## src/common/mpvs_pkg.sv

```systemverilog
/*
  Package for the measurement and path view select register bank.
  Assumes a single 125 MHz system clock and a simple strobe register port.
*/
package mpvs_pkg;

  localparam int          MPVS_AW             = 8;
  localparam int          MPVS_DW             = 8;
  localparam int          MPVS_CHANNELS       = 14;
  localparam logic [7:0]  MPVS_SEL_OFFSET     = 8'h4b;
  localparam logic [7:0]  MPVS_MEAS_OFFSET    = 8'h4c;
  localparam logic [7:0]  MPVS_SHARED_OFFSET  = 8'h0a;
  localparam logic [7:0]  MPVS_REFSEL_FIRST   = 8'h18;
  localparam logic [7:0]  MPVS_REFSEL_LAST    = 8'h1e;
  localparam logic [7:0]  MPVS_SEL_RESET      = 8'h00;
  localparam logic [7:0]  MPVS_MEAS_RESET     = 8'h00;
  localparam int          MPVS_PATH_BIT       = 4;
  localparam logic [3:0]  MPVS_CHAN_NONE      = 4'h0;
  localparam logic [3:0]  MPVS_CHAN_FIRST     = 4'h1;
  localparam logic [3:0]  MPVS_CHAN_LAST      = 4'he;
  localparam logic [7:0]  MPVS_UNMAPPED_READ  = 8'h00;

  typedef struct packed {
    logic [MPVS_AW-1:0] addr;
    logic [MPVS_DW-1:0] wdata;
    logic               wr;
    logic               rd;
  } mpvs_req_t;

  typedef struct packed {
    logic       path_aux;
    logic [3:0] chan;
  } mpvs_sel_t;

endpackage

```

## src/rtl/mpvs_sync3.sv

```systemverilog
/*
  Three-stage synchroniser with agreement filter for one pin-side bit.
  Assumes the input is asynchronous to ref_clk_i.
*/
`timescale 1ns/100ps
module mpvs_sync3
  import mpvs_pkg::*;
(
  input  wire logic ref_clk_i,
  input  wire logic sys_rst_i,
  input  wire logic d_i,
  output logic      q_o
);

  typedef struct packed {
    logic s1;
    logic s2;
    logic s3;
    logic q;
  } mpvs_sync_st_t;

  mpvs_sync_st_t st_r;
  mpvs_sync_st_t st_nxt;

  always_comb begin
    st_nxt    = st_r;
    st_nxt.s1 = d_i;
    st_nxt.s2 = st_r.s1;
    st_nxt.s3 = st_r.s2;
    if (st_r.s2 == st_r.s3) begin
      st_nxt.q = st_r.s3;
    end
  end

  always_ff @(posedge ref_clk_i or posedge sys_rst_i) begin
    if (sys_rst_i) begin
      st_r <= '0;
    end else begin
      st_r <= st_nxt;
    end
  end

  assign q_o = st_r.q;

endmodule

```

## src/rtl/mpvs_chan_mux.sv

```systemverilog
/*
  Selects the measurement value of one of the input channels.
  Assumes channel results arrive packed, channel one in the lowest byte.
*/
`timescale 1ns/100ps
module mpvs_chan_mux
  import mpvs_pkg::*;
#(
  parameter int CHANNELS = MPVS_CHANNELS
) (
  input  wire logic [CHANNELS*8-1:0] meas_i,
  input  wire logic [3:0]            chan_i,
  output logic      [7:0]            meas_o
);

  always_comb begin
    meas_o = MPVS_MEAS_RESET;
    for (int k = 1; k <= CHANNELS; k++) begin
      if (chan_i == 4'(k)) begin
        meas_o = meas_i[(k-1)*8 +: 8];
      end
    end
  end

endmodule

```

## src/rtl/mpvs_top.sv

```systemverilog
/*
  Measurement and path view select register with path-steered shared view.
  Assumes frequency monitors and both timing paths present their registers
  as inputs, and a strobe-based register port on the same clock.
*/
`timescale 1ns/100ps
module mpvs_top
  import mpvs_pkg::*;
#(
  parameter int CHANNELS = MPVS_CHANNELS
) (
  input  wire logic                  ref_clk_i,
  input  wire logic                  sys_rst_i,
  input  wire logic [MPVS_AW-1:0]    addr_i,
  input  wire logic [MPVS_DW-1:0]    wdata_i,
  input  wire logic                  wr_i,
  input  wire logic                  rd_i,
  input  wire logic [CHANNELS*8-1:0] chan_meas_i,
  input  wire logic                  meas_valid_i,
  input  wire logic [MPVS_DW-1:0]    main_shared_i,
  input  wire logic [MPVS_DW-1:0]    aux_shared_i,
  output logic      [MPVS_DW-1:0]    rdata_o,
  output logic                       path_aux_o,
  output logic      [3:0]            meas_chan_o
);

  typedef struct packed {
    mpvs_sel_t  sel;
    logic [7:0] meas;
    logic [7:0] rdata;
  } mpvs_st_t;

  mpvs_st_t   st_r;
  mpvs_st_t   st_nxt;
  mpvs_req_t  req;
  logic [7:0] mux_meas;
  logic       valid_sync;
  logic       in_shared;

  assign req = '{addr: addr_i, wdata: wdata_i, wr: wr_i, rd: rd_i};

  mpvs_sync3 u_valid_sync (
    .ref_clk_i (ref_clk_i),
    .sys_rst_i (sys_rst_i),
    .d_i       (meas_valid_i),
    .q_o       (valid_sync)
  );

  mpvs_chan_mux #(
    .CHANNELS (CHANNELS)
  ) u_mux (
    .meas_i (chan_meas_i),
    .chan_i (st_r.sel.chan),
    .meas_o (mux_meas)
  );

  assign in_shared = (req.addr == MPVS_SHARED_OFFSET) ||
                     ((req.addr >= MPVS_REFSEL_FIRST) && (req.addr <= MPVS_REFSEL_LAST));

  always_comb begin
    st_nxt       = st_r;
    st_nxt.rdata = MPVS_UNMAPPED_READ;
    if (req.wr && (req.addr == MPVS_SEL_OFFSET)) begin
      st_nxt.sel.path_aux = req.wdata[MPVS_PATH_BIT];
      st_nxt.sel.chan     = req.wdata[3:0];
    end
    if (st_r.sel.chan == MPVS_CHAN_NONE || st_r.sel.chan > 4'(CHANNELS)) begin
      st_nxt.meas = MPVS_MEAS_RESET;
    end else if (valid_sync) begin
      st_nxt.meas = mux_meas;
    end
    if (req.rd) begin
      if (req.addr == MPVS_SEL_OFFSET) begin
        st_nxt.rdata = {3'h0, st_r.sel.path_aux, st_r.sel.chan};
      end else if (req.addr == MPVS_MEAS_OFFSET) begin
        st_nxt.rdata = st_r.meas;
      end else if (in_shared) begin
        st_nxt.rdata = st_r.sel.path_aux ? aux_shared_i : main_shared_i;
      end
    end
  end

  always_ff @(posedge ref_clk_i or posedge sys_rst_i) begin
    if (sys_rst_i) begin
      st_r <= '{sel: '{path_aux: 1'b0, chan: MPVS_CHAN_NONE}, meas: MPVS_MEAS_RESET,
                rdata: MPVS_SEL_RESET};
    end else begin
      st_r <= st_nxt;
    end
  end

  assign rdata_o     = st_r.rdata;
  assign path_aux_o  = st_r.sel.path_aux;
  assign meas_chan_o = st_r.sel.chan;

  property p_sel_write;
    @(posedge ref_clk_i) disable iff (sys_rst_i)
      (wr_i && addr_i == MPVS_SEL_OFFSET) |=> (path_aux_o == $past(wdata_i[4]) && meas_chan_o == $past(wdata_i[3:0]));
  endproperty
  a_sel_write: assert property (p_sel_write) else $error("Select write not stored.");

  property p_sel_read;
    @(posedge ref_clk_i) disable iff (sys_rst_i)
      (rd_i && addr_i == MPVS_SEL_OFFSET) |=> (rdata_o[7:5] == 3'h0 && rdata_o[4:0] == $past({path_aux_o, meas_chan_o}));
  endproperty
  a_sel_read: assert property (p_sel_read) else $error("Select readback wrong.");

  property p_refsel_view;
    @(posedge ref_clk_i) disable iff (sys_rst_i)
      (rd_i && addr_i >= MPVS_REFSEL_FIRST && addr_i <= MPVS_REFSEL_LAST)
        |=> rdata_o == ($past(path_aux_o) ? $past(aux_shared_i) : $past(main_shared_i));
  endproperty
  a_refsel_view: assert property (p_refsel_view) else $error("Reference selection view wrong path.");

  property p_shared_view;
    @(posedge ref_clk_i) disable iff (sys_rst_i)
      (rd_i && addr_i == MPVS_SHARED_OFFSET && !path_aux_o) |=> rdata_o == $past(main_shared_i);
  endproperty
  a_shared_view: assert property (p_shared_view) else $error("Shared view not main path.");

  property p_no_chan;
    @(posedge ref_clk_i) disable iff (sys_rst_i)
      (meas_chan_o == MPVS_CHAN_NONE) [*2] |-> st_r.meas == MPVS_MEAS_RESET;
  endproperty
  a_no_chan: assert property (p_no_chan) else $error("Measurement present with no channel.");

  property p_chan_pick;
    @(posedge ref_clk_i) disable iff (sys_rst_i)
      (meas_chan_o >= MPVS_CHAN_FIRST && meas_chan_o <= MPVS_CHAN_LAST && valid_sync)
        |=> st_r.meas == $past(chan_meas_i[(meas_chan_o-1)*8 +: 8]);
  endproperty
  a_chan_pick: assert property (p_chan_pick) else $error("Wrong channel measured.");

  property p_meas_read;
    @(posedge ref_clk_i) disable iff (sys_rst_i)
      (rd_i && addr_i == MPVS_MEAS_OFFSET) |=> rdata_o == $past(st_r.meas);
  endproperty
  a_meas_read: assert property (p_meas_read) else $error("Measurement readback wrong.");

  property p_hold;
    @(posedge ref_clk_i) disable iff (sys_rst_i)
      !(wr_i && addr_i == MPVS_SEL_OFFSET) |=> $stable({path_aux_o, meas_chan_o});
  endproperty
  a_hold: assert property (p_hold) else $error("Select changed without write.");

  property p_rdata_idle;
    @(posedge ref_clk_i) disable iff (sys_rst_i)
      !rd_i
        |=> rdata_o == MPVS_UNMAPPED_READ;
  endproperty
  a_rdata_idle: assert property (p_rdata_idle) else $error("Read data present without read.");

  property p_unmapped_read;
    @(posedge ref_clk_i) disable iff (sys_rst_i)
      (rd_i && addr_i != MPVS_SEL_OFFSET && addr_i != MPVS_MEAS_OFFSET && addr_i != MPVS_SHARED_OFFSET &&
       (addr_i < MPVS_REFSEL_FIRST || addr_i > MPVS_REFSEL_LAST)) |=> rdata_o == MPVS_UNMAPPED_READ;
  endproperty
  a_unmapped_read: assert property (p_unmapped_read) else $error("Unmapped read not zero.");

  property p_shared_aux;
    @(posedge ref_clk_i) disable iff (sys_rst_i)
      (rd_i && addr_i == MPVS_SHARED_OFFSET && path_aux_o)
        |=> rdata_o == $past(aux_shared_i);
  endproperty
  a_shared_aux: assert property (p_shared_aux) else $error("Shared view not auxiliary path.");

  property p_refsel_main;
    @(posedge ref_clk_i) disable iff (sys_rst_i)
      (rd_i && addr_i >= MPVS_REFSEL_FIRST && addr_i <= MPVS_REFSEL_LAST && !path_aux_o)
        |=> rdata_o == $past(main_shared_i);
  endproperty
  a_refsel_main: assert property (p_refsel_main) else $error("Reference selection not main path.");

  property p_refsel_aux;
    @(posedge ref_clk_i) disable iff (sys_rst_i)
      (rd_i && addr_i >= MPVS_REFSEL_FIRST && addr_i <= MPVS_REFSEL_LAST && path_aux_o)
        |=> rdata_o == $past(aux_shared_i);
  endproperty
  a_refsel_aux: assert property (p_refsel_aux) else $error("Reference selection not auxiliary path.");

  property p_refsel_above;
    @(posedge ref_clk_i) disable iff (sys_rst_i)
      (rd_i && addr_i == MPVS_REFSEL_LAST + 8'h01)
        |=> rdata_o == MPVS_UNMAPPED_READ;
  endproperty
  a_refsel_above: assert property (p_refsel_above) else $error("Steered view above its range.");

  property p_refsel_below;
    @(posedge ref_clk_i) disable iff (sys_rst_i)
      (rd_i && addr_i == MPVS_REFSEL_FIRST - 8'h01)
        |=> rdata_o == MPVS_UNMAPPED_READ;
  endproperty
  a_refsel_below: assert property (p_refsel_below) else $error("Steered view below its range.");

  property p_chan_high;
    @(posedge ref_clk_i) disable iff (sys_rst_i)
      (meas_chan_o > MPVS_CHAN_LAST) [*2]
        |-> st_r.meas == MPVS_MEAS_RESET;
  endproperty
  a_chan_high: assert property (p_chan_high) else $error("Measurement present for unused code.");

  property p_meas_hold;
    @(posedge ref_clk_i) disable iff (sys_rst_i)
      (!valid_sync && meas_chan_o >= MPVS_CHAN_FIRST && meas_chan_o <= MPVS_CHAN_LAST)
        |=> $stable(st_r.meas);
  endproperty
  a_meas_hold: assert property (p_meas_hold) else $error("Measurement moved while not valid.");

  property p_meas_gate;
    @(posedge ref_clk_i) disable iff (sys_rst_i)
      !valid_sync
        |=> ($stable(st_r.meas) || st_r.meas == MPVS_MEAS_RESET);
  endproperty
  a_meas_gate: assert property (p_meas_gate) else $error("Measurement taken while not valid.");

  property p_sel_write_aux;
    @(posedge ref_clk_i) disable iff (sys_rst_i)
      (wr_i && addr_i == MPVS_SEL_OFFSET && wdata_i[4])
        |=> path_aux_o;
  endproperty
  a_sel_write_aux: assert property (p_sel_write_aux) else $error("Auxiliary view not selected.");

  property p_sel_write_main;
    @(posedge ref_clk_i) disable iff (sys_rst_i)
      (wr_i && addr_i == MPVS_SEL_OFFSET && !wdata_i[4])
        |=> !path_aux_o;
  endproperty
  a_sel_write_main: assert property (p_sel_write_main) else $error("Main view not selected.");

  property p_other_write;
    @(posedge ref_clk_i) disable iff (sys_rst_i)
      (wr_i && addr_i != MPVS_SEL_OFFSET)
        |=> $stable({path_aux_o, meas_chan_o});
  endproperty
  a_other_write: assert property (p_other_write) else $error("Select changed by other write.");

  property p_zero_chan_write;
    @(posedge ref_clk_i) disable iff (sys_rst_i)
      (wr_i && addr_i == MPVS_SEL_OFFSET && wdata_i[3:0] == MPVS_CHAN_NONE)
        |=> ##1 st_r.meas == MPVS_MEAS_RESET;
  endproperty
  a_zero_chan_write: assert property (p_zero_chan_write) else $error("Code zero still measures.");

  property p_read_fresh;
    @(posedge ref_clk_i) disable iff (sys_rst_i)
      (wr_i && addr_i == MPVS_SEL_OFFSET) ##1 (rd_i && addr_i == MPVS_SEL_OFFSET)
        |=> rdata_o[4:0] == $past(wdata_i[4:0], 2);
  endproperty
  a_read_fresh: assert property (p_read_fresh) else $error("Read after write not fresh.");

  property p_chan_write;
    @(posedge ref_clk_i) disable iff (sys_rst_i)
      (wr_i && addr_i == MPVS_SEL_OFFSET)
        |=> meas_chan_o == $past(wdata_i[3:0]);
  endproperty
  a_chan_write: assert property (p_chan_write) else $error("Channel field not stored.");

  property p_no_chan_read;
    @(posedge ref_clk_i) disable iff (sys_rst_i)
      (meas_chan_o == MPVS_CHAN_NONE) [*2] ##0 (rd_i && addr_i == MPVS_MEAS_OFFSET)
        |=> rdata_o == MPVS_MEAS_RESET;
  endproperty
  a_no_chan_read: assert property (p_no_chan_read) else $error("Result read not zero with no channel.");

  property p_hold_path;
    @(posedge ref_clk_i) disable iff (sys_rst_i)
      !(wr_i && addr_i == MPVS_SEL_OFFSET)
        |=> $stable(path_aux_o);
  endproperty
  a_hold_path: assert property (p_hold_path) else $error("View changed without write.");

  property p_hold_chan;
    @(posedge ref_clk_i) disable iff (sys_rst_i)
      !(wr_i && addr_i == MPVS_SEL_OFFSET)
        |=> $stable(meas_chan_o);
  endproperty
  a_hold_chan: assert property (p_hold_chan) else $error("Channel changed without write.");

  property p_write_no_read;
    @(posedge ref_clk_i) disable iff (sys_rst_i)
      (wr_i && !rd_i)
        |=> rdata_o == MPVS_UNMAPPED_READ;
  endproperty
  a_write_no_read: assert property (p_write_no_read) else $error("Write produced read data.");

endmodule

```

## config.mk

```make
export PLATFORM = sky130hd
export DESIGN_NAME = mpvs_top
export DESIGN_NICKNAME = d
export VERILOG_FILES = /design/src/common/mpvs_pkg.sv /design/src/rtl/mpvs_sync3.sv /design/src/rtl/mpvs_chan_mux.sv /design/src/rtl/mpvs_top.sv
export SDC_FILE = /design/constraint.sdc
export NUM_CORES = 1
export LEC_CHECK = 0
export BUFFER_PORTS_ARGS = -buffer_cell sky130_fd_sc_hd__buf_2
export CAP_MARGIN = 30
export CORE_UTILIZATION = 37
export CTS_BUF_LIST = sky130_fd_sc_hd__clkbuf_8 sky130_fd_sc_hd__clkbuf_16
export CTS_CLUSTER_SIZE = 25
export DETAILED_ROUTE_END_ITERATION = 6
export PLACE_DENSITY = 0.71
export SYNTH_ARGS = -nofsm -noshare
export SYNTH_HDL_FRONTEND = slang
export SYNTH_SLANG_ARGS = --single-unit
```

## constraint.sdc

```tcl
create_clock -name ref_clk_i -period 1.7 [get_ports ref_clk_i]
set_input_delay 0.17 -clock ref_clk_i [delete_from_list [all_inputs] [get_ports ref_clk_i]]
set_output_delay 0.17 -clock ref_clk_i [all_outputs]
set_load 0.02 [all_outputs]
```

## Word-level counts from Yosys, hierarchy flattened

Index checks and enable logic that the tools add are counted.

| cells by class | value |
|---|---|
| $add $sub $neg | 0 |
| multipliers | 0 |
| divide/modulo/power cells | 0 |
| $lt $le $gt $ge | 3 |
| shift operators | 0 |
| bitwise logic cells | 0 |
| reductions and logical operators | 6 |
| equal/unequal tests | 18 |
| mux-type cells | 21 |

Operator list:

| operator | count |
|---|---|
| $mux W8 | 21 |
| $eq A4 B4 Y1 const B | 7 |
| $eq A4 B3 Y1 const B | 4 |
| $eq A8 B7 Y1 const B | 2 |
| $eq A4 B2 Y1 const B | 2 |
| $eq A8 B4 Y1 const B | 1 |
| $ge A8 B5 Y1 const B | 1 |
| $le A8 B5 Y1 const B | 1 |
| $eq A4 B1 Y1 const B | 1 |
| $gt A4 B4 Y1 const B | 1 |
| $logic_not A4 Y1 | 1 |
| $logic_and A1 B1 Y1 | 2 |
| $logic_or A1 B1 Y1 | 2 |
| $reduce_bool A2 Y1 | 1 |
| $eq A1 B1 Y1 | 1 |

| storage, ports and cells | value |
|---|---|
| bits in latches | 0 |
| flip-flop bits (word level) | 25 |
| memory bits (writable) | 0 |
| input bits | 149 |
| memories kept | 0 |
| memory bits (read-only) | 0 |

## Depth between registers and ports, before layout

Gate-level depths: netlist (run 1).

| depth | value |
|---|---|
| depth after elaboration | 17 |
| gate-level depth with buffers | 8 |
| depth with buffers taken out | 5 |

## Cells and area by module

Synthesis (run 1) repeated with hierarchy kept, for this count alone.

| second synthesis, totals | value |
|---|---|
| cells, all modules | 335 |
| area total of the unflattened synthesis | 2656.3 um^2 |

Modules (own cells, without submodules):

| module | area each (um^2) | cells each | times used |
|---|---|---|---|
| mpvs_chan_mux | 1337.5 | 207 | 1 |
| mpvs_top | 1203.7 | 122 | 1 |
| mpvs_sync3 | 115.1 | 6 | 1 |

## Worst setup path after synthesis (run 1)

Ideal clock, no wire load.

| path | value |
|---|---|
| path kind | reg-to-reg |
| start point | register st_r, in the netlist meas_chan_o[3] |
| end point | register st_r[15] in the netlist's numbering |
| data arrival time | 1443 ps |
| period minus slack after synthesis | 1564 ps |
| cell stages (with the launch flop) | 6 |
| path slack | 136 ps |
| data required time | 1579 ps |
| cells stage by stage | dfrtp_1 buf_2 or2_2 o221a_2 o21a_1 a22o_1 |

| on the way | value |
|---|---|
| longest elaborated chain between the ends | 17 |
| elaborated cells on any way between the ends | 34 |

RTL lines:

| what | line | source |
|---|---|---|
| start, declared | mpvs_top.sv:33 | `mpvs_st_t st_r;` |
| start signal, assigned | mpvs_top.sv:85 | `st_r <= '{sel: '{path_aux: 1'b0, chan: MPVS_CHAN_NONE}, meas: MPVS_MEAS_RESET,` |
| start signal, assigned | mpvs_top.sv:88 | `st_r <= st_nxt;` |
| $eq A4 B1 Y1 | mpvs_chan_mux.sv:19 | `if (chan_i == 4'(k)) begin` |
| $mux W8 (14 in a row) | mpvs_chan_mux.sv:19 |  |
| $mux W8 | mpvs_top.sv:69 | `end else if (valid_sync) begin` |
| $mux W8 | mpvs_top.sv:67 | `if (st_r.sel.chan == MPVS_CHAN_NONE \|\| st_r.sel.chan > 4'(CHANNELS)) begin` |

Several ways; a longest one is shown, not always the timed one. The select of a mux whose other input is x is not followed.
A chain may end at the register's enable or synchronous reset.

## Worst setup path in the final report (run 1)

| path | value |
|---|---|
| start point | register st_r, in the netlist meas_chan_o[0] |
| end point | register st_r[15] in the netlist's numbering |

Same word-level chain as after synthesis.

==> results of run 1 <==
[worst min path at each step]
stage                          start  slack, ns             end  cells after the start
after global placement     sys_rst_i       0.24      path_aux_o                      3
after global routing      wdata_i[4]       0.12      path_aux_o                      2
final                     wdata_i[4]       0.12      path_aux_o                      2
after detailed placement   sys_rst_i       0.24      path_aux_o                      3
after CTS                 wdata_i[4]       0.12      path_aux_o                      2
after floorplan            sys_rst_i       0.20  meas_chan_o[0]                      1
[sequential cells by signal (all words and copies together) (netlist names)]
| register | count |
|---|---|
| path_aux_o | 1 |
| rdata_o | 8 |
| u_valid_sync.q_o | 1 |
| u_valid_sync.st_nxt | 2 |
| st_r | 8 |
| u_valid_sync.st_r | 1 |
| meas_chan_o | 4 |
[metrics by stage]
stage | power, W | setup TNS [ns]
CTS | 0.001687 | -0.007150
detailed placement | 0.001280 | -0.6546
floorplan | 0.0009747 | 0
finish | 0.001749 | -0.02232
global placement | 0.001274 | -0.3551
global route | 0.001843 | -0.3576
[worst reg2reg max path: cells and delay by family, from the launching register on]
family / cells / cell delay, ns
AO/OA/AOI/OAI: 4 / 0.75
flip-flops: 1 / 0.43
buffers and inverters: 3 / 0.45
[power breakdown]
group | internal (W) | switching, W
Clock | 0.000164 | 0.000192
Combinational | 0.000407 | 0.000351
Sequential | 0.000611 | 0.0000242
[per-layer routing]
metal  global-route usage, %  share of wire (%)  wire length [um]  up-vias
li1                        -                  -                 -     1597
met1                   31.74                 40              3985     1563
met2                   48.34                 49              4861      172
met3                   2.599                7.6               748       20
met4                   9.242                2.5               250        0
met5                       0                  0                 0        -
[final cells by class]
cell class	instances	share of cell area, %
multi-input combinational	246	45.65
timing repair buffer	223	33.91
sequential	25	15.40
tap	96	2.933
clock buffer	3	1.008
inverter	10	0.9777
clock inverter	1	0.1222
[cells in the final DEF (no fill, tap or decap), drive strengths merged, types with 6 or more instances in the layout]
cell type	instances
a22oi	10
nor2	24
nor2b	10
inv	10
a21oi	15
o221ai	12
nand2b	8
dfrtp	25
o21ai	22
buf	220
mux2i	16
nand2	18
nand3	6
a2bb2oi	8
mux2	12
o22ai	15
[logic make-up (layout without fill, tap and decap cells)]
logic type	after synthesis	in the layout	share of synthesized area, %
compound gates	123	123	34.07
simple gates	93	93	18.83
buf+inv	46	237	10.59
mux	29	29	12.17
flops	25	25	23.96
fa+ha+maj	1	1	0.3833
[timing repair]
| item | 4_1_cts | 5_1_grt |
|---|---|---|
| pin swaps | 6 | 27 |
| gates resized for setup | 24 | 36 |
| buffers inserted | 10 | 6 |
| endpoints found under the hold margin | 26 | 0 |
| hold buffers | 2 | 0 |
| gates cloned | 0 | 2 |
| endpoints found under the setup margin | 7 | 8 |
==> metrics.log, run 1 <==
[metrics] smallest hold slack: around 0.12 ns
[metrics] PwrDens: about 430 nW/um2
[metrics] CP Max Fanout: 11
[metrics] flip-flop and latch count after synthesis: 25
[metrics] sequential-to-total area share from yosys stat: 23.96%
[metrics] violations in the final reports: negative setup slack
[metrics] smallest setup slack after layout: -0.02232 ns
[metrics] post-DR wirelength/cell: 16.30 um
[metrics] Yosys top cell by area: sky130_fd_sc_hd__dfrtp_1
[metrics] fmax: 580.6 MHz
[metrics] final wirelength: 9845 um
[metrics] Setup crit end: st_r[15]
[metrics] maximum clock skew at final layout: roughly 0.0032 ns
[metrics] CP Cell Sequence: buf_6 -> buf_12 -> buf_4 -> o221ai_2 -> a2bb2oi_2 -> o221ai_2 -> a22o_1
[metrics] category of the worst setup path launch point: flip-flop
[metrics] pre-CTS worst setup slack: -0.1552 ns
[metrics] area of all sequential standard cells: between 600 and 700 um2
[metrics] CP required: about 1.9 ns
[metrics] Post-Synthesis Cells: roughly 320
[metrics] Synth Warn #: 0
[metrics] number of vias after detailed routing: roughly 3400
[metrics] Root Buffer: sky130_fd_sc_hd__clkbuf_8
[metrics] die height: around 86 um
[metrics] number of ports placed on the die boundary: about 160
[metrics] beginning of the critical path: meas_chan_o[0]
[metrics] cell family with the largest share of critical-path delay: compound AO/OA/AOI/OAI gates
[metrics] RSZ-0062 raised after global routing: true
[metrics] proportion of synthesized flip-flops having asynchronous set or reset: between 90% and 100%
[metrics] layout net count: ~660
[metrics] depth of the worst register-to-register path: 7
[metrics] multi-input logic area: around 1900 um2
[metrics] Placed Cells: between 500 and 600
[metrics] clock tree from TritonCTS: yes
[metrics] Area contributors post-synth: sky130_fd_sc_hd__dfrtp_1, sky130_fd_sc_hd__mux2i_1, sky130_fd_sc_hd__mux2_2
[metrics] Skew-Pair Late Insertion Delay: 0.27 ns
[metrics] average via count per standard cell: between 5 and 6
[metrics] slowest stage cell on the critical path: sky130_fd_sc_hd__dfrtp_2
[metrics] post-synthesis cell type count: 56
[metrics] filler-free cell count of the finished design: between 600 and 700
[metrics] number of global-route vias before repair: between 3000 and 4000
[metrics] area share of the largest cell type after synthesis: between 20% and 30%
[metrics] fill cell total of the finished layout: 634
[metrics] CORE AREA: 6794 um2
[metrics] violation count after the first detailed-route iteration: 153
[metrics] fin. max-slew vios: 0
[metrics] global-route wire length before repair: between 15000 and 20000 um
[metrics] clock edge transition at the registers on the reported setup and hold paths: ~0.090 ns
[metrics] number of buffers added by the clock tree synthesis step: 3
[metrics] number of core rows: 30
[metrics] number of flops mapped to enable cells by yosys: 0
[metrics] end-of-flow core utilization: 60.28%
[metrics] largest net degree at the start of global routing: 26
[metrics] type of destination of the critical path: flip-flop
[metrics] post-placement cell area: between 3000 and 4000 um2
[metrics] last weighted congestion value of the routability-driven placer: between 0.9 and 1
[metrics] IR Drop Worst-Case VDD: 0.2242 mV
[metrics] cell repeated most along the worst path: sky130_fd_sc_hd__o221ai_2
[metrics] overall fraction of global-route tracks in use: 26.33%
[metrics] final antenna-violating net count: 0
[metrics] min Tclk post-route: roughly 1.7 ns
[metrics] Port Buffer Count: ~160
[metrics] initial antenna violation count: 0
[metrics] actual slew at the worst max-slew pin: ~0.46 ns
[metrics] critical path class: reg -> reg
[metrics] register-to-register setup slack: -0.02 ns
[metrics] Levels on crit path: 7
[metrics] HPWL reported at the end of detailed placement: 7558 um
[metrics] Synth Area per Inst: a little over 8 um2
[metrics] cell area after layout: between 4000 and 5000 um2
[metrics] setup-violating endpoint count in the final report: 1
[metrics] most numerous cell in the Yosys netlist: sky130_fd_sc_hd__dfrtp_1
[metrics] total grt overflow: 0
[metrics] buffer levels on the longest clock path: 2
[metrics] Die Outline Area: 7398 um2
[metrics] area of the mapped netlist: 2611 um2
[metrics] layout cell share with drive strength beyond 1: a little under three fifths
[metrics] detailed-routing iteration count for the pre-antenna-repair pass: 4
[metrics] path class of the lowest-slack min-delay path: in -> reg
[metrics] CP Data Arrival Time: 1.89 ns
[metrics] count of clock tree sinks: 25
[metrics] most common library cells after synthesis: sky130_fd_sc_hd__dfrtp_1, sky130_fd_sc_hd__nor2_1, sky130_fd_sc_hd__o21ai_0
[metrics] Initial Utilization: 38.43%
[metrics] antenna cell count: 0
[metrics] prevailing post-synth register cell: sky130_fd_sc_hd__dfrtp_1
[metrics] width of the chip: about 86 um
[metrics] worst slew margin relative to its limit: between 60% and 70%
[metrics] number of failing hold endpoints at the final stage: 0
[metrics] LEAKAGE: 1.947 nW
[metrics] area growth from synthesis to layout: 56.83%
[metrics] Syn Nets: 466
[metrics] H-tree depth reported by CTS: 1
[metrics] slowest cell delay on critical path: 0.43 ns
[metrics] endpoint of the most critical register-to-register path: st_r[15]
[metrics] final clock period utilization by the worst path: 101.3%
[metrics] buffering stage count on the worst path with inverters included: 3
[metrics] startpoint of the worst-slack reg-to-reg timing path: meas_chan_o[0]
[metrics] MaxCap Viol Count: 0
[metrics] DRC violations left: 0
[metrics] run status: finished with violations
Power figures use the tool's default switching activity.
==> inputs of run 2 (changes only) <==
--- a/config.mk
+++ b/config.mk
@@ -11,7 +11,8 @@
 export CTS_BUF_LIST = sky130_fd_sc_hd__clkbuf_8 sky130_fd_sc_hd__clkbuf_16
 export CTS_CLUSTER_SIZE = 25
 export DETAILED_ROUTE_END_ITERATION = 6
-export PLACE_DENSITY = 0.71
+export PLACE_DENSITY = 0.7
 export SYNTH_ARGS = -nofsm -noshare
 export SYNTH_HDL_FRONTEND = slang
+export SYNTH_HIERARCHICAL = 1
 export SYNTH_SLANG_ARGS = --single-unit
==> run 2 against run 1 <==
Largest power group unchanged. Critical endpoint is now st_r[14]. Routed wire length fell by 1.8%. Critical path depth increased by 1. Synthesized area grew 1.7%. Highest routed layer unchanged. The flow still finishes with violations (negative setup slack). Cell count rose by 2.0%. Global-route usage is 0.92 points lower.
==> metrics.log, run 2 <==
[metrics] post-synthesis cell type count: 58
[metrics] critical path class: reg -> reg
[metrics] violation count after the first detailed-route iteration: roughly 200
[metrics] CP required: around 1.9 ns
[metrics] most common library cells after synthesis: sky130_fd_sc_hd__nand2_1, sky130_fd_sc_hd__a21oi_1, sky130_fd_sc_hd__dfrtp_1, sky130_fd_sc_hd__mux2i_1, sky130_fd_sc_hd__nor2_1
[metrics] MaxCap Viol Count: 0
[metrics] filler-free cell count of the finished design: 616
[metrics] most numerous cell in the Yosys netlist: sky130_fd_sc_hd__nand2_1
[metrics] buffering stage count on the worst path with inverters included: 2
[metrics] Synth Area per Inst: a little under 8 um2
[metrics] flip-flop and latch count after synthesis: 25
[metrics] endpoint of the most critical register-to-register path: st_r[14]
[metrics] type of destination of the critical path: flip-flop
[metrics] number of failing hold endpoints at the final stage: 0
[metrics] depth of the worst register-to-register path: 8
[metrics] violations in the final reports: negative setup slack
[metrics] RSZ-0062 raised after global routing: true
[metrics] layout net count: 670
[metrics] width of the chip: about 87 um
[metrics] Placed Cells: between 600 and 700
[metrics] multi-input logic area: between 1500 and 2000 um2
[metrics] switching power: around 0.00056 W
[metrics] final wirelength: around 9700 um
[metrics] Yosys top cell by area: sky130_fd_sc_hd__dfrtp_1
[metrics] area growth from synthesis to layout: 53.93%
[metrics] die height: about 87 um
[metrics] Post-Synthesis Cells: between 300 and 400
[metrics] IR Drop Worst-Case VDD: about 0.30 mV
[metrics] average via count per standard cell: roughly 5.5
[metrics] switching power share of the total: about 32%
[metrics] Comb pwr share: a little over two fifths
[metrics] category of the worst setup path launch point: flip-flop
[metrics] HPWL reported at the end of detailed placement: roughly 7600 um
[metrics] Internal Power: around 0.0012 W
[metrics] smallest setup slack after layout: -0.2566 ns
[metrics] fmax: ~510 MHz
[metrics] end-of-flow core utilization: ~60%
[metrics] fraction of power consumed by sequential logic: 37.0%
[metrics] fin. max-slew vios: 0
[metrics] Port Buffer Count: 158
[metrics] clock edge transition at the registers on the reported setup and hold paths: about 0.08 ns
[metrics] Skew-Pair Late Insertion Delay: 0.27 ns
[metrics] layout cell share with drive strength beyond 1: between 50% and 60%
[metrics] CORE AREA: 6869 um2
[metrics] CP Cell Sequence: buf_12 -> buf_4 -> a211oi_1 -> a31o_1 -> o221ai_1 -> a221o_1 -> mux2i_1 -> nor2_1
[metrics] final clock period utilization by the worst path: 115.1%
[metrics] actual slew at the worst max-slew pin: 0.6163 ns
[metrics] CP Data Arrival Time: around 2.1 ns
[metrics] Area contributors post-synth: sky130_fd_sc_hd__dfrtp_1, sky130_fd_sc_hd__mux2i_1, sky130_fd_sc_hd__nand2_1
[metrics] slowest stage cell on the critical path: sky130_fd_sc_hd__dfrtp_4
[metrics] number of global-route vias before repair: about 3200
[metrics] area share of the largest cell type after synthesis: 23.55%
[metrics] start point of the worst hold path: meas_valid_i
[metrics] maximum clock skew at final layout: 0.001435 ns
[metrics] last weighted congestion value of the routability-driven placer: about 0.96
[metrics] DRC violations left: 0
[metrics] part of the power in the clock network: 19.8%
[metrics] overall fraction of global-route tracks in use: 25.41%
[metrics] leading cell type in the layout, fill and taps excluded: sky130_fd_sc_hd__buf_2
[metrics] Synth Warn #: 6
[metrics] fill cell total of the finished layout: about 620
[metrics] CP Max Fanout: 14
[metrics] number of buffers added by the clock tree synthesis step: 3
[metrics] H-tree depth reported by CTS: 1
[metrics] slowest cell delay on critical path: 0.51 ns
[metrics] run status: finished with violations
[metrics] number of vias after detailed routing: 3370
[metrics] Total Negative Setup Slacks: -1.268 ns
[metrics] sequential-to-total area share from yosys stat: approximately a quarter
[metrics] number of ports placed on the die boundary: between 150 and 200
[metrics] prevailing post-synth register cell: sky130_fd_sc_hd__dfrtp_1
[metrics] min Tclk post-route: between 1.5 and 2 ns
[metrics] number of flops mapped to enable cells by yosys: 0
[metrics] register-to-register setup slack: -0.26 ns
[metrics] LEAKAGE: 1.929 nW
[metrics] global-route wire length before repair: between 10000 and 15000 um
[metrics] Syn Nets: 484
[metrics] Die Outline Area: around 7500 um2
[metrics] setup-violating endpoint count in the final report: 8
[metrics] clock tree from TritonCTS: yes
[metrics] proportion of synthesized flip-flops having asynchronous set or reset: between 90% and 100%
[metrics] post-DR wirelength/cell: roughly 16 um
[metrics] number of core rows: 30
[metrics] final antenna-violating net count: 0
[metrics] worst slew margin relative to its limit: between 50 and 60%
[metrics] area of the mapped netlist: between 2000 and 3000 um2
[metrics] buffer levels on the longest clock path: 2
[metrics] total grt overflow: 0
[metrics] largest net degree at the start of global routing: 17
[metrics] most frequent cells in the layout: sky130_fd_sc_hd__buf_2, sky130_fd_sc_hd__buf_4, sky130_fd_sc_hd__nand2_1
[metrics] detailed-routing iteration count for the pre-antenna-repair pass: 5
[metrics] PwrDens: approximately 420 nW/um2
[metrics] Root Buffer: sky130_fd_sc_hd__clkbuf_8
[metrics] cell family with the largest share of critical-path delay: compound AO/OA/AOI/OAI gates
[metrics] antenna cell count: 0
[metrics] path class of the lowest-slack min-delay path: in -> reg
[metrics] WHS Path Cells: 1
[metrics] count of clock tree sinks: 25
[metrics] Initial Utilization: between 30% and 40%
[metrics] endpoint of the worst hold-timing path: u_valid_sync/st_nxt[2]
[metrics] area of all sequential standard cells: approximately 630 um2
[metrics] pre-CTS worst setup slack: -0.2771 ns
[metrics] initial antenna violation count: 0
[metrics] startpoint of the worst-slack reg-to-reg timing path: meas_chan_o[1]
## run 2: changes by cell type after synthesis, moves of 5 or more
| cell | before | now |
|---|---|---|
| sky130_fd_sc_hd__a2bb2oi_1 | 8 | 1 |
| sky130_fd_sc_hd__mux2i_1 | 16 | 25 |
| sky130_fd_sc_hd__nor3_1 | 2 | 9 |
| sky130_fd_sc_hd__clkbuf_1 | 2 | 7 |
| sky130_fd_sc_hd__mux2_4 | 0 | 6 |
| sky130_fd_sc_hd__a21oi_1 | 15 | 26 |
| sky130_fd_sc_hd__o221ai_1 | 12 | 5 |
| sky130_fd_sc_hd__nand2_1 | 18 | 35 |
| sky130_fd_sc_hd__o22ai_1 | 15 | 10 |
| sky130_fd_sc_hd__mux2_2 | 12 | 4 |
## run 2: metrics by stage
step | total power, W | area [um2] | hold WS, ns
after floorplan | 0.0009953 | 2680 | -0.06392
after global placement | 0.001305 | 3737 | 0.06031
after detailed placement | 0.001311 | 3737 | 0.06863
after CTS | 0.001712 | 4004 | 0.009788
after global routing | 0.001831 | 4089 | 0.008819
final | 0.001733 | 4089 | 0.007484
## run 2: what timing repair did
action / 4_1_cts / 5_1_grt
endpoints found under the setup margin: 8 / 8
gates resized for setup: 34 / 17
endpoints found under the hold margin: 19 / 0
hold buffers: 1 / 0
pin swaps: 9 / 7
buffers inserted: 9 / 1
## run 2: logic make-up after synthesis
| family | count (synthesis) | share of synthesized area (%) |
|---|---|---|
| AND/OR/NAND/NOR | 106 | 19.69 |
| AO/OA/AOI/OAI | 118 | 29.86 |
| flip-flops | 25 | 23.55 |
| multiplexers | 38 | 16.20 |
| buffers and inverters | 47 | 10.27 |
| adder cells (fa/ha/maj) | 1 | 0.4239 |
## run 2: how the worst max path moves through the flow
stage	start	endpoint	slack (ns)	cells after the start
2_1_floorplan	meas_chan_o[0]	st_r[10]	-0.09	8
3_3_place_gp	meas_chan_o[0]	st_r[9]	-0.31	9
3_5_place_dp	meas_chan_o[1]	st_r[9]	-0.28	8
4_1_cts	meas_chan_o[1]	st_r[9]	-0.21	8
5_1_grt	meas_chan_o[1]	st_r[9]	-0.32	9
6_report	meas_chan_o[1]	st_r[14]	-0.26	8
## run 2: metal layers
layer | share of wire [%] | global-route usage (%) | up-vias
li1 | - | - | 1619
met1 | 43 | 34.29 | 1603
met2 | 49 | 42.57 | 130
met3 | 6.5 | 3.238 | 18
met5 | 0 | 0 | -
met4 | 1.9 | 7.273 | 0
## run 2: layout make-up
type                       instances  area share (%)
sequential                        25           15.45
inverter                           7          0.6426
tap                               96           2.938
clock buffer                       3           1.010
multi-input combinational        263           47.06
clock inverter                     1          0.1224
timing repair buffer             221           32.77
## run 2: worst reg2reg max path, stage by stage (launching register included)
cell                       delay (ns)
sky130_fd_sc_hd__dfrtp_4         0.51
sky130_fd_sc_hd__buf_12          0.15
sky130_fd_sc_hd__buf_4           0.17
sky130_fd_sc_hd__a211oi_1        0.22
sky130_fd_sc_hd__a31o_1          0.18
sky130_fd_sc_hd__o221ai_1        0.11
sky130_fd_sc_hd__a221o_1         0.31
sky130_fd_sc_hd__mux2i_1         0.14
sky130_fd_sc_hd__nor2_1          0.06
## run 2: power groups by stage
stage | logic, W | clock network [W] | registers [W]
final | 0.000747 | 0.000344 | 0.000641
after detailed placement | 0.000654 | 0 | 0.000658
after global routing | 0.000806 | 0.000381 | 0.000645
after CTS | 0.000720 | 0.000350 | 0.000642
after global placement | 0.000647 | 0 | 0.000658
after floorplan | 0.000360 | 0 | 0.000636
